--- src/capture_pkg.sv ---
// constants, field layouts and carrier types for one input capture channel
// assumes a 40 mhz apb clock and a single capture pin per channel
package capture_pkg;

    // register byte addresses
    localparam logic [11:0] ctrl_addr   = 12'h000;
    localparam logic [11:0] buffer_addr = 12'h004;
    localparam logic [11:0] irq_addr    = 12'h008;

    // control register field positions
    localparam int mode_lsb        = 0;
    localparam int nonempty_bit    = 3;
    localparam int overrun_bit     = 4;
    localparam int irq_count_lsb   = 5;
    localparam int timebase_bit    = 7;
    localparam int idle_stop_pos   = 13;

    // irq register field positions
    localparam int irq_flag_bit    = 0;
    localparam int irq_enable_bit  = 1;

    // capture buffer shape
    localparam int buffer_depth    = 4;
    localparam int capture_width   = 16;

    // edge prescaler terminal counts
    localparam logic [3:0] every_4th_last  = 4'h3;
    localparam logic [3:0] every_16th_last = 4'hf;

    // capture mode encodings
    typedef enum logic [2:0] {
        mode_off      = 3'h0,
        mode_both     = 3'h1,
        mode_fall     = 3'h2,
        mode_rise     = 3'h3,
        mode_rise_4   = 3'h4,
        mode_rise_16  = 3'h5,
        mode_unused   = 3'h6,
        mode_irq_rise = 3'h7
    } capture_mode_sel_type;

    // software control fields of the channel
    typedef struct packed {
        logic                 idle_stop_bit;
        logic                 timebase_select_bit;
        logic [1:0]           irq_event_count;
        capture_mode_sel_type capture_mode_sel;
    } control_type;

    localparam control_type control_reset = '{1'b0, 1'b0, 2'h0, mode_off};

endpackage

--- src/input_capture_channel.sv ---
// one input capture channel with an apb register slave
// assumes timebase counts arrive on pclk; the capture pin is asynchronous
`timescale 1ns/1ps
module input_capture_channel #(
    parameter int width = capture_pkg::capture_width,
    parameter int depth = capture_pkg::buffer_depth
) (
    // clock and reset
    input  wire logic              pclk,
    input  wire logic              presetn,
    // apb slave
    input  wire logic              psel,
    input  wire logic              penable,
    input  wire logic              pwrite,
    input  wire logic [11:0]       paddr,
    input  wire logic [31:0]       pwdata,
    output logic [31:0]            prdata,
    output logic                   pready,
    output logic                   pslverr,
    // capture pin and timebases
    input  wire logic              capture_pin,
    input  wire logic [width-1:0]  timebase_a,
    input  wire logic [width-1:0]  timebase_b,
    // cpu power state
    input  wire logic              cpu_idle,
    input  wire logic              cpu_sleep,
    // interrupt and wake
    output logic                   channel_irq_req,
    output logic                   wake_req
);

    initial begin
        if (width != capture_pkg::capture_width || depth < 2) begin
            $error("input_capture_channel: unsupported width or depth");
        end
    end

    // configuration and status state
    capture_pkg::control_type ctrl;
    capture_pkg::control_type next_ctrl;
    logic                     capture_overrun_flag;
    logic                     next_overrun;
    logic                     overrun_lock;
    logic                     next_lock;
    logic                     channel_irq_flag;
    logic                     next_irq_flag;
    logic                     irq_enable;
    logic                     next_irq_enable;

    // edge path state
    logic                     pin_meta;
    logic                     pin_sync;
    logic                     pin_prev;
    logic [3:0]               prescale;
    logic [3:0]               next_prescale;
    logic [1:0]               event_count;
    logic [1:0]               next_event_count;

    // apb answer, interrupt request and wake state
    logic [31:0]              next_prdata;
    logic                     next_pready;
    logic                     next_pslverr;
    logic                     next_irq_req;
    logic                     next_wake;

    // decoded signals
    logic                     rise;
    logic                     fall;
    logic                     running;
    logic                     irq_only;
    logic                     qualified;
    logic                     store_event;
    logic                     irq_event;
    logic                     fifo_ready;
    logic                     fifo_valid;
    logic                     push;
    logic [width-1:0]         head;
    logic [width-1:0]         selected_time;
    logic                     access;
    logic                     wr_ctrl;
    logic                     wr_irq;
    logic                     rd_buffer;
    logic                     mapped;

    capture_pkg::capture_mode_sel_type mode;

    assign mode = ctrl.capture_mode_sel;

    // two stage synchroniser, then an edge register fed from the second stage
    always_ff @(posedge pclk or negedge presetn) begin
        if (!presetn) begin
            pin_meta <= 1'b0;
            pin_sync <= 1'b0;
            pin_prev <= 1'b0;
        end else begin
            pin_meta <= capture_pin;
            pin_sync <= pin_meta;
            pin_prev <= pin_sync;
        end
    end

    assign rise = pin_sync && !pin_prev;
    assign fall = !pin_sync && pin_prev;

    // channel works unless off or unused (110), stopped in idle, or asleep outside mode 111
    assign running = (mode != capture_pkg::mode_off)
                  && (mode != capture_pkg::mode_unused)
                  && !(cpu_idle && ctrl.idle_stop_bit)
                  && !(cpu_sleep && mode != capture_pkg::mode_irq_rise);

    // mode 111 in sleep or idle serves only as an external interrupt
    assign irq_only = (mode == capture_pkg::mode_irq_rise) && (cpu_sleep || cpu_idle);

    // edge qualification per capture mode
    always_comb begin
        qualified = 1'b0;
        unique case (mode)
            capture_pkg::mode_both:     qualified = rise || fall;
            capture_pkg::mode_fall:     qualified = fall;
            capture_pkg::mode_rise:     qualified = rise;
            capture_pkg::mode_rise_4:   qualified = rise && prescale == capture_pkg::every_4th_last;
            capture_pkg::mode_rise_16:  qualified = rise && prescale == capture_pkg::every_16th_last;
            capture_pkg::mode_irq_rise: qualified = rise;
            capture_pkg::mode_off:      qualified = 1'b0;
            capture_pkg::mode_unused:   qualified = 1'b0;
        endcase
        qualified = qualified && running;
    end

    // edge prescaler counts rising edges in the divided modes only
    always_comb begin
        next_prescale = prescale;
        if (mode == capture_pkg::mode_off) begin
            next_prescale = '0;
        end else if (running && rise && (mode == capture_pkg::mode_rise_4
                                      || mode == capture_pkg::mode_rise_16)) begin
            next_prescale = qualified ? 4'h0 : prescale + 4'h1;
        end
    end

    always_ff @(posedge pclk or negedge presetn) begin
        if (!presetn) begin
            prescale <= '0;
        end else begin
            prescale <= next_prescale;
        end
    end

    // timebase b is the reset choice; a is taken when the select bit is set
    assign selected_time = ctrl.timebase_select_bit ? timebase_a : timebase_b;

    assign store_event = qualified && !irq_only;
    assign push        = store_event && !overrun_lock && fifo_ready;

    capture_fifo #(
        .width (width),
        .depth (depth)
    ) u_fifo (
        .pclk       (pclk),
        .presetn    (presetn),
        .push_valid (push),
        .push_data  (selected_time),
        .push_ready (fifo_ready),
        .pop        (rd_buffer),
        .pop_valid  (fifo_valid),
        .head       (head)
    );

    // apb decode: a transfer completes at the access edge with pready high
    assign access    = psel && penable && pready;
    assign mapped    = paddr == capture_pkg::ctrl_addr || paddr == capture_pkg::buffer_addr
                    || paddr == capture_pkg::irq_addr;
    assign wr_ctrl   = access && pwrite && paddr == capture_pkg::ctrl_addr;
    assign wr_irq    = access && pwrite && paddr == capture_pkg::irq_addr;
    assign rd_buffer = access && !pwrite && paddr == capture_pkg::buffer_addr;

    // overrun detection and lock, set wins over a software clear
    always_comb begin
        next_overrun = capture_overrun_flag;
        next_lock    = overrun_lock;
        if (wr_ctrl && !pwdata[capture_pkg::overrun_bit]) begin
            next_overrun = 1'b0;
        end
        if (overrun_lock && !fifo_valid) begin
            next_lock = 1'b0;
        end
        if (store_event && !overrun_lock && !fifo_ready
            && mode != capture_pkg::mode_both) begin
            next_overrun = 1'b1;
            next_lock    = 1'b1;
        end
    end

    // events per interrupt: count stored captures, every capture in 001 and 111
    always_comb begin
        irq_event        = 1'b0;
        next_event_count = event_count;
        if (mode == capture_pkg::mode_off) begin
            next_event_count = '0;
        end
        if (irq_only && qualified) begin
            irq_event = 1'b1;
        end else if (push || (store_event && mode == capture_pkg::mode_both)) begin
            if (mode == capture_pkg::mode_both || mode == capture_pkg::mode_irq_rise) begin
                irq_event = 1'b1;
            end else if (event_count == ctrl.irq_event_count) begin
                irq_event        = 1'b1;
                next_event_count = '0;
            end else begin
                next_event_count = event_count + 2'h1;
            end
        end
    end

    // control and interrupt registers, flag set wins over its clear
    always_comb begin
        next_ctrl       = ctrl;
        next_irq_flag   = channel_irq_flag;
        next_irq_enable = irq_enable;
        if (wr_ctrl) begin
            next_ctrl.idle_stop_bit       = pwdata[capture_pkg::idle_stop_pos];
            next_ctrl.timebase_select_bit = pwdata[capture_pkg::timebase_bit];
            next_ctrl.irq_event_count     = pwdata[capture_pkg::irq_count_lsb +: 2];
            next_ctrl.capture_mode_sel    =
                capture_pkg::capture_mode_sel_type'(pwdata[capture_pkg::mode_lsb +: 3]);
        end
        if (wr_irq) begin
            next_irq_enable = pwdata[capture_pkg::irq_enable_bit];
            if (pwdata[capture_pkg::irq_flag_bit]) begin
                next_irq_flag = 1'b0;
            end
        end
        if (irq_event) begin
            next_irq_flag = 1'b1;
        end
    end

    // interrupt request and one cycle wake pulse
    always_comb begin
        next_irq_req = next_irq_flag && next_irq_enable;
        next_wake    = irq_event && irq_enable && (cpu_sleep || cpu_idle);
    end

    always_ff @(posedge pclk or negedge presetn) begin
        if (!presetn) begin
            ctrl                 <= capture_pkg::control_reset;
            capture_overrun_flag <= 1'b0;
            overrun_lock         <= 1'b0;
            channel_irq_flag     <= 1'b0;
            irq_enable           <= 1'b0;
            event_count          <= '0;
            channel_irq_req      <= 1'b0;
            wake_req             <= 1'b0;
        end else begin
            ctrl                 <= next_ctrl;
            capture_overrun_flag <= next_overrun;
            overrun_lock         <= next_lock;
            channel_irq_flag     <= next_irq_flag;
            irq_enable           <= next_irq_enable;
            event_count          <= next_event_count;
            channel_irq_req      <= next_irq_req;
            wake_req             <= next_wake;
        end
    end

    // apb answer prepared in the setup cycle, shown in the access cycle
    always_comb begin
        next_prdata  = '0;
        next_pready  = 1'b0;
        next_pslverr = 1'b0;
        if (psel && !penable) begin
            next_pready  = 1'b1;
            next_pslverr = !mapped;
            if (!pwrite) begin
                unique case (paddr)
                    capture_pkg::ctrl_addr: begin
                        next_prdata[capture_pkg::idle_stop_pos]      = ctrl.idle_stop_bit;
                        next_prdata[capture_pkg::timebase_bit]       = ctrl.timebase_select_bit;
                        next_prdata[capture_pkg::irq_count_lsb +: 2] = ctrl.irq_event_count;
                        next_prdata[capture_pkg::overrun_bit]        = capture_overrun_flag;
                        next_prdata[capture_pkg::nonempty_bit]       = fifo_valid;
                        next_prdata[capture_pkg::mode_lsb +: 3]      = ctrl.capture_mode_sel;
                    end
                    capture_pkg::buffer_addr: begin
                        next_prdata[width-1:0] = head;
                    end
                    capture_pkg::irq_addr: begin
                        next_prdata[capture_pkg::irq_flag_bit]   = channel_irq_flag;
                        next_prdata[capture_pkg::irq_enable_bit] = irq_enable;
                    end
                    default: begin
                        next_prdata = '0;
                    end
                endcase
            end
        end
    end

    always_ff @(posedge pclk or negedge presetn) begin
        if (!presetn) begin
            prdata  <= '0;
            pready  <= 1'b0;
            pslverr <= 1'b0;
        end else begin
            prdata  <= next_prdata;
            pready  <= next_pready;
            pslverr <= next_pslverr;
        end
    end

endmodule

--- src/capture_fifo.sv ---
// four word shift buffer for captured timebase values
// assumes push and pop come from logic on the same clock
`timescale 1ns/1ps
module capture_fifo #(
    parameter int width = capture_pkg::capture_width,
    parameter int depth = capture_pkg::buffer_depth
) (
    // clock and reset
    input  wire logic                     pclk,
    input  wire logic                     presetn,
    // filling side
    input  wire logic                     push_valid,
    input  wire logic [width-1:0]         push_data,
    output logic                          push_ready,
    // draining side
    input  wire logic                     pop,
    output logic                          pop_valid,
    output logic [width-1:0]              head
);

    initial begin
        if (depth < 2 || width < 1) begin
            $error("capture_fifo: depth must be at least 2");
        end
    end

    logic [width-1:0]          entry [depth];
    logic [width-1:0]          next_entry [depth];
    logic [$clog2(depth+1)-1:0] fill;
    logic [$clog2(depth+1)-1:0] next_fill;
    logic                      do_push;
    logic                      do_pop;

    assign push_ready = (fill != depth[$clog2(depth+1)-1:0]);
    assign pop_valid  = (fill != '0);
    assign head       = entry[0];
    assign do_push    = push_valid && push_ready;
    assign do_pop     = pop && pop_valid;

    // pop shifts every entry one place toward the head, push lands after the last
    always_comb begin
        next_fill = fill;
        for (int i = 0; i < depth; i++) begin
            next_entry[i] = entry[i];
        end
        if (do_pop) begin
            for (int i = 0; i < depth - 1; i++) begin
                next_entry[i] = entry[i+1];
            end
            next_fill = fill - 1'b1;
        end
        if (do_push) begin
            next_entry[next_fill[$clog2(depth)-1:0]] = push_data;
            next_fill = next_fill + 1'b1;
        end
    end

    // register the buffer state
    always_ff @(posedge pclk or negedge presetn) begin
        if (!presetn) begin
            fill <= '0;
            for (int i = 0; i < depth; i++) begin
                entry[i] <= '0;
            end
        end else begin
            fill <= next_fill;
            for (int i = 0; i < depth; i++) begin
                entry[i] <= next_entry[i];
            end
        end
    end

endmodule

--- config.mk ---
export PLATFORM = sky130hd
export DESIGN_NAME = input_capture_channel
export DESIGN_NICKNAME = d
export VERILOG_FILES = /design/src/capture_pkg.sv /design/src/input_capture_channel.sv /design/src/capture_fifo.sv
export SDC_FILE = /design/constraint.sdc
export NUM_CORES = 1
export LEC_CHECK = 0
export ABC_AREA = 1
export BUFFER_PORTS_ARGS = -buffer_cell sky130_fd_sc_hd__clkbuf_2
export CAP_MARGIN = 10
export CORE_UTILIZATION = 40
export DETAILED_ROUTE_END_ITERATION = 12
export SKIP_CTS_REPAIR_TIMING = 1
export SLEW_MARGIN = 20
export SYNTH_ARGS = -nofsm -noshare
export SYNTH_HDL_FRONTEND = slang
export SYNTH_SLANG_ARGS = --single-unit
--- constraint.sdc ---
create_clock -name pclk -period 2.45 [get_ports pclk]
set_input_delay 0.3675 -clock pclk [delete_from_list [all_inputs] [get_ports pclk]]
set_output_delay 0.3675 -clock pclk [all_outputs]
set_load 0.005 [all_outputs]
==> flow_metrics.tcl, run 1 <==
set metrics [dict create \
    status "completed" \
    cp_max_fo 7 \
    wl_per_cell_um 13.5 \
    min_period_over_period_pct 93.8 \
    synth-seq-cells 107 \
    globalplace.congestion 0.794 \
    crit_path_cell_trace "inv_2 -> ha_2 -> inv_1 -> nor2_2 -> nor3_2 -> and3_4 -> xor2_1 -> buf_4 -> inv_1 -> ha_2 -> nand2_4 -> buf_6 -> nor2_1 -> a31oi_1" \
    maxCapViolations 0 \
    firstDrtPassIters 5 \
    yosys_warnings 0 \
    htreeDepth 3 \
    synth.distinct_cells 35 \
    met1Wirelength_um 5700 \
    die_x_um 117 \
    synth_area_leaders "dfrtp_1 51%, nand2_1 11%, a31oi_1 4.8%, nor2_1 4.5%, inv_1 3.5%" \
    dr_wl_met3_um 512 \
    met2_length_um 5600 \
    setup_violations 0 \
    tritoncts "yes" \
    floorplan.initialDensity_pct 41.5 \
    fmax_mhz 435 \
    drive_gt1_share_pct 22.0 \
    yosys.area.top_type "dfrtp_1" \
    antenna_found_initial 0 \
    drc_errors 0 \
    fin_worst_skew_ps 4.93 \
    vdd_ir_drop_max_v 0.000331 \
    wirelength_um 12000 \
    startpoint_type "flop" \
    routed_via_density 4.90 \
    highest_layer "met4" \
    vias 4340 \
    total_leakage_power_uw 0.00320 \
    insertion_delay_ps 350 \
    min_period_ps 2300 \
    area_growth_pct 17.5 \
    async_flop_share_pct 100 \
    syn-cell-area_um2 5300 \
    io_buffers 79 \
    powerDensity_nw_per_um2 571 \
    crit_type "reg -> reg" \
    die_area_um2 13700 \
    slowest_stage "dfrtp_1" \
    coreArea_um2 12800 \
    arrival_ps 2560 \
    cp.required_ps 2710 \
    seq_area_frac_synth_pct 50.5 \
    place.detailed.instances 867 \
    hold_path.class "in -> async" \
    power_uw 3550 \
    fill_cells 1234 \
    die_y_um 117 \
    synth_ff_type "dfrtp_1" \
    grt_util_all_layers_pct 18.4 \
    path_clk_slew_ps 70 \
    cts-root-buf "clkbuf_16" \
    nets 803 \
    ioPinCount 120 \
    antenna_left 0 \
    grt_max_degree 58 \
    timing.slew.headroom_pct 61.2 \
    cts_buffer_depth 2 \
    tightest_slew_ps 581 \
    cts-buffers-inserted 9 \
    grt_pass1_vias 4029 \
    hpwlAfterDp_um 8100 \
    synthTopCellsByCount "162 x nand2_1, 107 x dfrtp_1, 64 x nor2_1, 50 x inv_1, 41 x a31oi_1" \
    finalHoldViolations 0 \
    postSynthCellCount 630 \
    maxSlewViolCount 0 \
    synth.top_cell.area_share_pct 50.5 \
    cpPeakStageDelay_ps 380 \
    diodes 0 \
    gr-total-overflow 0 \
    cp-end-kind "flop" \
    drt_iter0_markers 279 \
    instances_no_fill 885 \
    rsz0062_at_grt "false" \
    cts_sinks 107 \
    synth.most_common_cell "nand2_1" \
    postSynthAreaPerCell_um2 8.41 \
    grt_pass1_wl_um 19300 \
    rows 41 \
    ff2ff_setup_slack_ps 150 \
    synth-edff-count 0 \
]
==> final timing paths <==
check,startpoint,to,cells after the start
min in group pclk,capture_pin,pin_meta,1
max in group asynchronous,presetn,asynchronous set/reset pin,2
max reg2reg,u_fifo.fill[0],u_fifo.head[2],14
max,u_fifo.fill[0],u_fifo.head[2],14
min,presetn,pslverr,1
min reg2reg,pin_meta,pin_sync,0
==> layout make-up <==
type                       count  area (um2)  area share [%]
sequential                   107        2680            43.0
clock buffer                  12         236            3.80
inverter                      53         199            3.19
clock inverter                 2        38.8           0.623
tap                          172         215            3.46
multi-input combinational    441        2250            36.1
timing repair buffer          98         612            9.82
==> layer usage <==
metal | up-vias | GRT usage, %
li1 | 2165 | -
met1 | 2052 | 24.7
met2 | 114 | 29.5
met3 | 9 | 4.74
met4 | 0 | 5.49
met5 | - | 0
==> through the flow <==
step           hold slack [ps]  area [um2]  setup TNS, ps  util, %  setup slack [ps]
6_report                  14.2        6230              0     48.8               153
5_1_grt                   62.3        6230              0     48.8              4.70
4_1_cts                   34.8        6140          -10.5     48.1             -7.88
3_5_place_dp               339        5860              0     45.9              11.6
3_3_place_gp               338        5860              0     45.9              82.7
2_1_floorplan             71.9        5360              0        -               152
==> layout by cell type (no fill, tap or decap), types with 2 or more instances in the layout <==
master,Yosys,layout
o21ai_0,36,36
conb_1,1,16
clkbuf_16,0,10
nand3_1,14,14
clkbuf_1,14,3
a31oi_1,41,41
nand2_1,162,161
or2_2,19,19
a221oi_1,2,2
nand2_4,4,4
o21ai_1,24,24
nor2_2,2,3
dfrtp_1,107,107
clkbuf_2,1,78
xnor2_1,2,2
inv_1,50,49
nor2_1,64,63
buf_4,18,14
ha_2,0,3
nor3_1,10,9
ha_1,9,6
nand4_1,2,2
xor2_1,5,5
inv_2,2,3
nand2_2,3,4
mux2_2,3,3
nand4_4,2,2
a22oi_1,2,2
buf_12,0,4
a21oi_1,13,12
==> worst max-delay path, delay by kind of cell (launching register included) <==
kind	cells	cell delay, ps
AO/OA/AOI/OAI	1	160
flip-flops	1	380
adder cells (fa/ha/maj)	2	360
AND/OR/NAND/NOR	5	670
XOR/XNOR	1	150
buffers and inverters	5	480
==> power breakdown <==
group / leakage [uW] / internal [uW] / switching, uW
sequential: 0.00142 / 1810 / 40.3
clock: 0.000133 / 785 / 629
combinational: 0.00165 / 123 / 163
total: 0.00320 / 2720 / 832
==> cells by family after synthesis <==
family                     Yosys count  synth area share [%]
AOI/OAI and AO/OA                  120                  12.8
xor gates and xnor gates             7                  1.16
adders and majority gates            9                  2.12
buffers and inverters               98                  8.99
DFF                                107                  50.5
muxes                                3                 0.637
other                                1                0.0707
and+or+nand+nor                    285                  23.7
Note: power is estimated with default switching activity, not from simulation.
==> inputs of run 2 (changes only) <==
CORE_UTILIZATION = 49   (was 40)
PLACE_DENSITY = 0.76   (was default)
==> run 2 against run 1 <==
  * Hold slack worse by 7.9 ps
  * Combinational power is 2% higher
  * Die area decreased by 18%
  * Register-to-register slack about the same
  * Highest routed layer unchanged
==> flow_metrics.tcl, run 2 (synthesis gave the netlist of run 1 again) <==
set metrics [dict create \
    antenna_found_initial 0 \
    path_clk_slew_ps 90 \
    wl_per_cell_um 13.8 \
    vdd_ir_drop_max_v 0.000262 \
    min_period_over_period_pct 94.3 \
    tightest_slew_ps 594 \
    rows 37 \
    cp.required_ps 2720 \
    cp-end-kind "flop" \
    gr-total-overflow 0 \
    startpoint_type "flop" \
    layout.cells.most_common_list "161 x nand2_1, 107 x dfrtp_1, 78 x clkbuf_2" \
    die_area_um2 11200 \
    die_y_um 106 \
    wirelength_um 11700 \
    rsz0062_at_grt "true" \
    cp_max_fo 16 \
    timing.hold.ws_ps 6.28 \
    drt_iter0_markers 256 \
    coreArea_um2 10400 \
    antenna_left 0 \
    maxCapViolations 0 \
    timing.slew.headroom_pct 60.4 \
    instances_no_fill 847 \
    powerDensity_nw_per_um2 536 \
    place.detailed.instances 827 \
    die_x_um 106 \
    htreeDepth 3 \
    min_period_ps 2310 \
    mostFrequentLayoutCell "nand2_1" \
    cts_sinks 107 \
    fin_util_pct 58.4 \
    ioPinCount 120 \
    hpwlAfterDp_um 7790 \
    fin_worst_skew_ps 13.6 \
    total_leakage_power_uw 0.00312 \
    tritoncts "yes" \
    setup_violations 0 \
    firstDrtPassIters 5 \
    area_growth_pct 14.7 \
    vias 4357 \
    final_cell_area_um2 6080 \
    io_buffers 79 \
    insertion_delay_ps 360 \
    routed_via_density 5.14 \
    globalplace.congestion 0.822 \
    placed_area_um2 5760 \
    grt_util_all_layers_pct 20.9 \
    cts-root-buf "clkbuf_8" \
    drc_errors 0 \
    maxSlewViolCount 0 \
    crit_type "reg -> reg" \
    drive_gt1_share_pct 21.9 \
    arrival_ps 2590 \
    grt_pass1_wl_um 18800 \
    nets 799 \
    final.setup.tns_ps 0 \
    hold_path.class "in -> async" \
    cts-buffers-inserted 9 \
    fmax_mhz 433 \
    finalHoldViolations 0 \
    grt_pass1_vias 4073 \
    status "completed" \
    cts_buffer_depth 2 \
    grt_max_degree 47 \
    diodes 0 \
    floorplan.initialDensity_pct 50.9 \
]
[run 2: cell types whose count changed in the layout (fill, tap and decap cells not counted), sizes merged]
cell,delta
buf,-5
clkbuf,+1
clkinvlp,+1
nand2,+1
[run 2: path summary, 6_finish.rpt]
| kind | cells after the start | endpoint | start | slack [ps] |
|---|---|---|---|---|
| worst max-delay path | 12 | u_fifo.entry[31] | u_fifo.fill[0] | 140 |
| worst min-delay path | 1 | prdata[15] | presetn | 6 |
| worst max register to register | 12 | u_fifo.entry[31] | u_fifo.fill[0] | 140 |
| worst min register to register | 0 | pin_sync | pin_meta | 370 |
| max in group asynchronous | 2 | u_fifo.entry[44] | presetn | 1760 |
| min in group pclk | 1 | pin_meta | capture_pin | 100 |
[run 2: power breakdown]
part           total (uW)  internal (uW)  switching [uW]
logic                 290            123             167
clock network        1110            532             579
registers            1860           1810            43.8
total                3260           2470             791
[run 2: worst max-delay path: stages, from the launching register on]
cell and delay (ps):
dfrtp_1 370, inv_1 70, ha_2 190, inv_1 80, nor2_2 60, nor3_2 240, and3_4 240, xor2_1 60
buf_4 150, inv_1 80, ha_2 280, nand2_4 170, a31oi_1 240
[run 2: through the flow]
step,power [uW],worst slack [ps]
global placement,2150,75.1
global route,3390,-36.2
CTS,3270,-35.2
finish,3260,139
detailed placement,2170,-31.9
floorplan,2060,152
[run 2: metal layers]
layer | global-route usage, % | wire length [um] | share of wire, % | up-vias
met5 | 0 | 0 | 0 | -
met1 | 28.2 | 5250 | 45 | 2026
met4 | 7.64 | 80 | 0.69 | 0
met3 | 3.25 | 645 | 5.5 | 9
met2 | 34.4 | 5690 | 49 | 167
li1 | - | - | - | 2155
[run 2: area by class of cell]
type	instances	area (um2)
fill	933	4330
tap	136	170
multi-input combinational	442	2280
timing repair buffer	93	549
inverter	53	199
clock inverter	3	46.3
clock buffer	13	159
sequential	107	2680
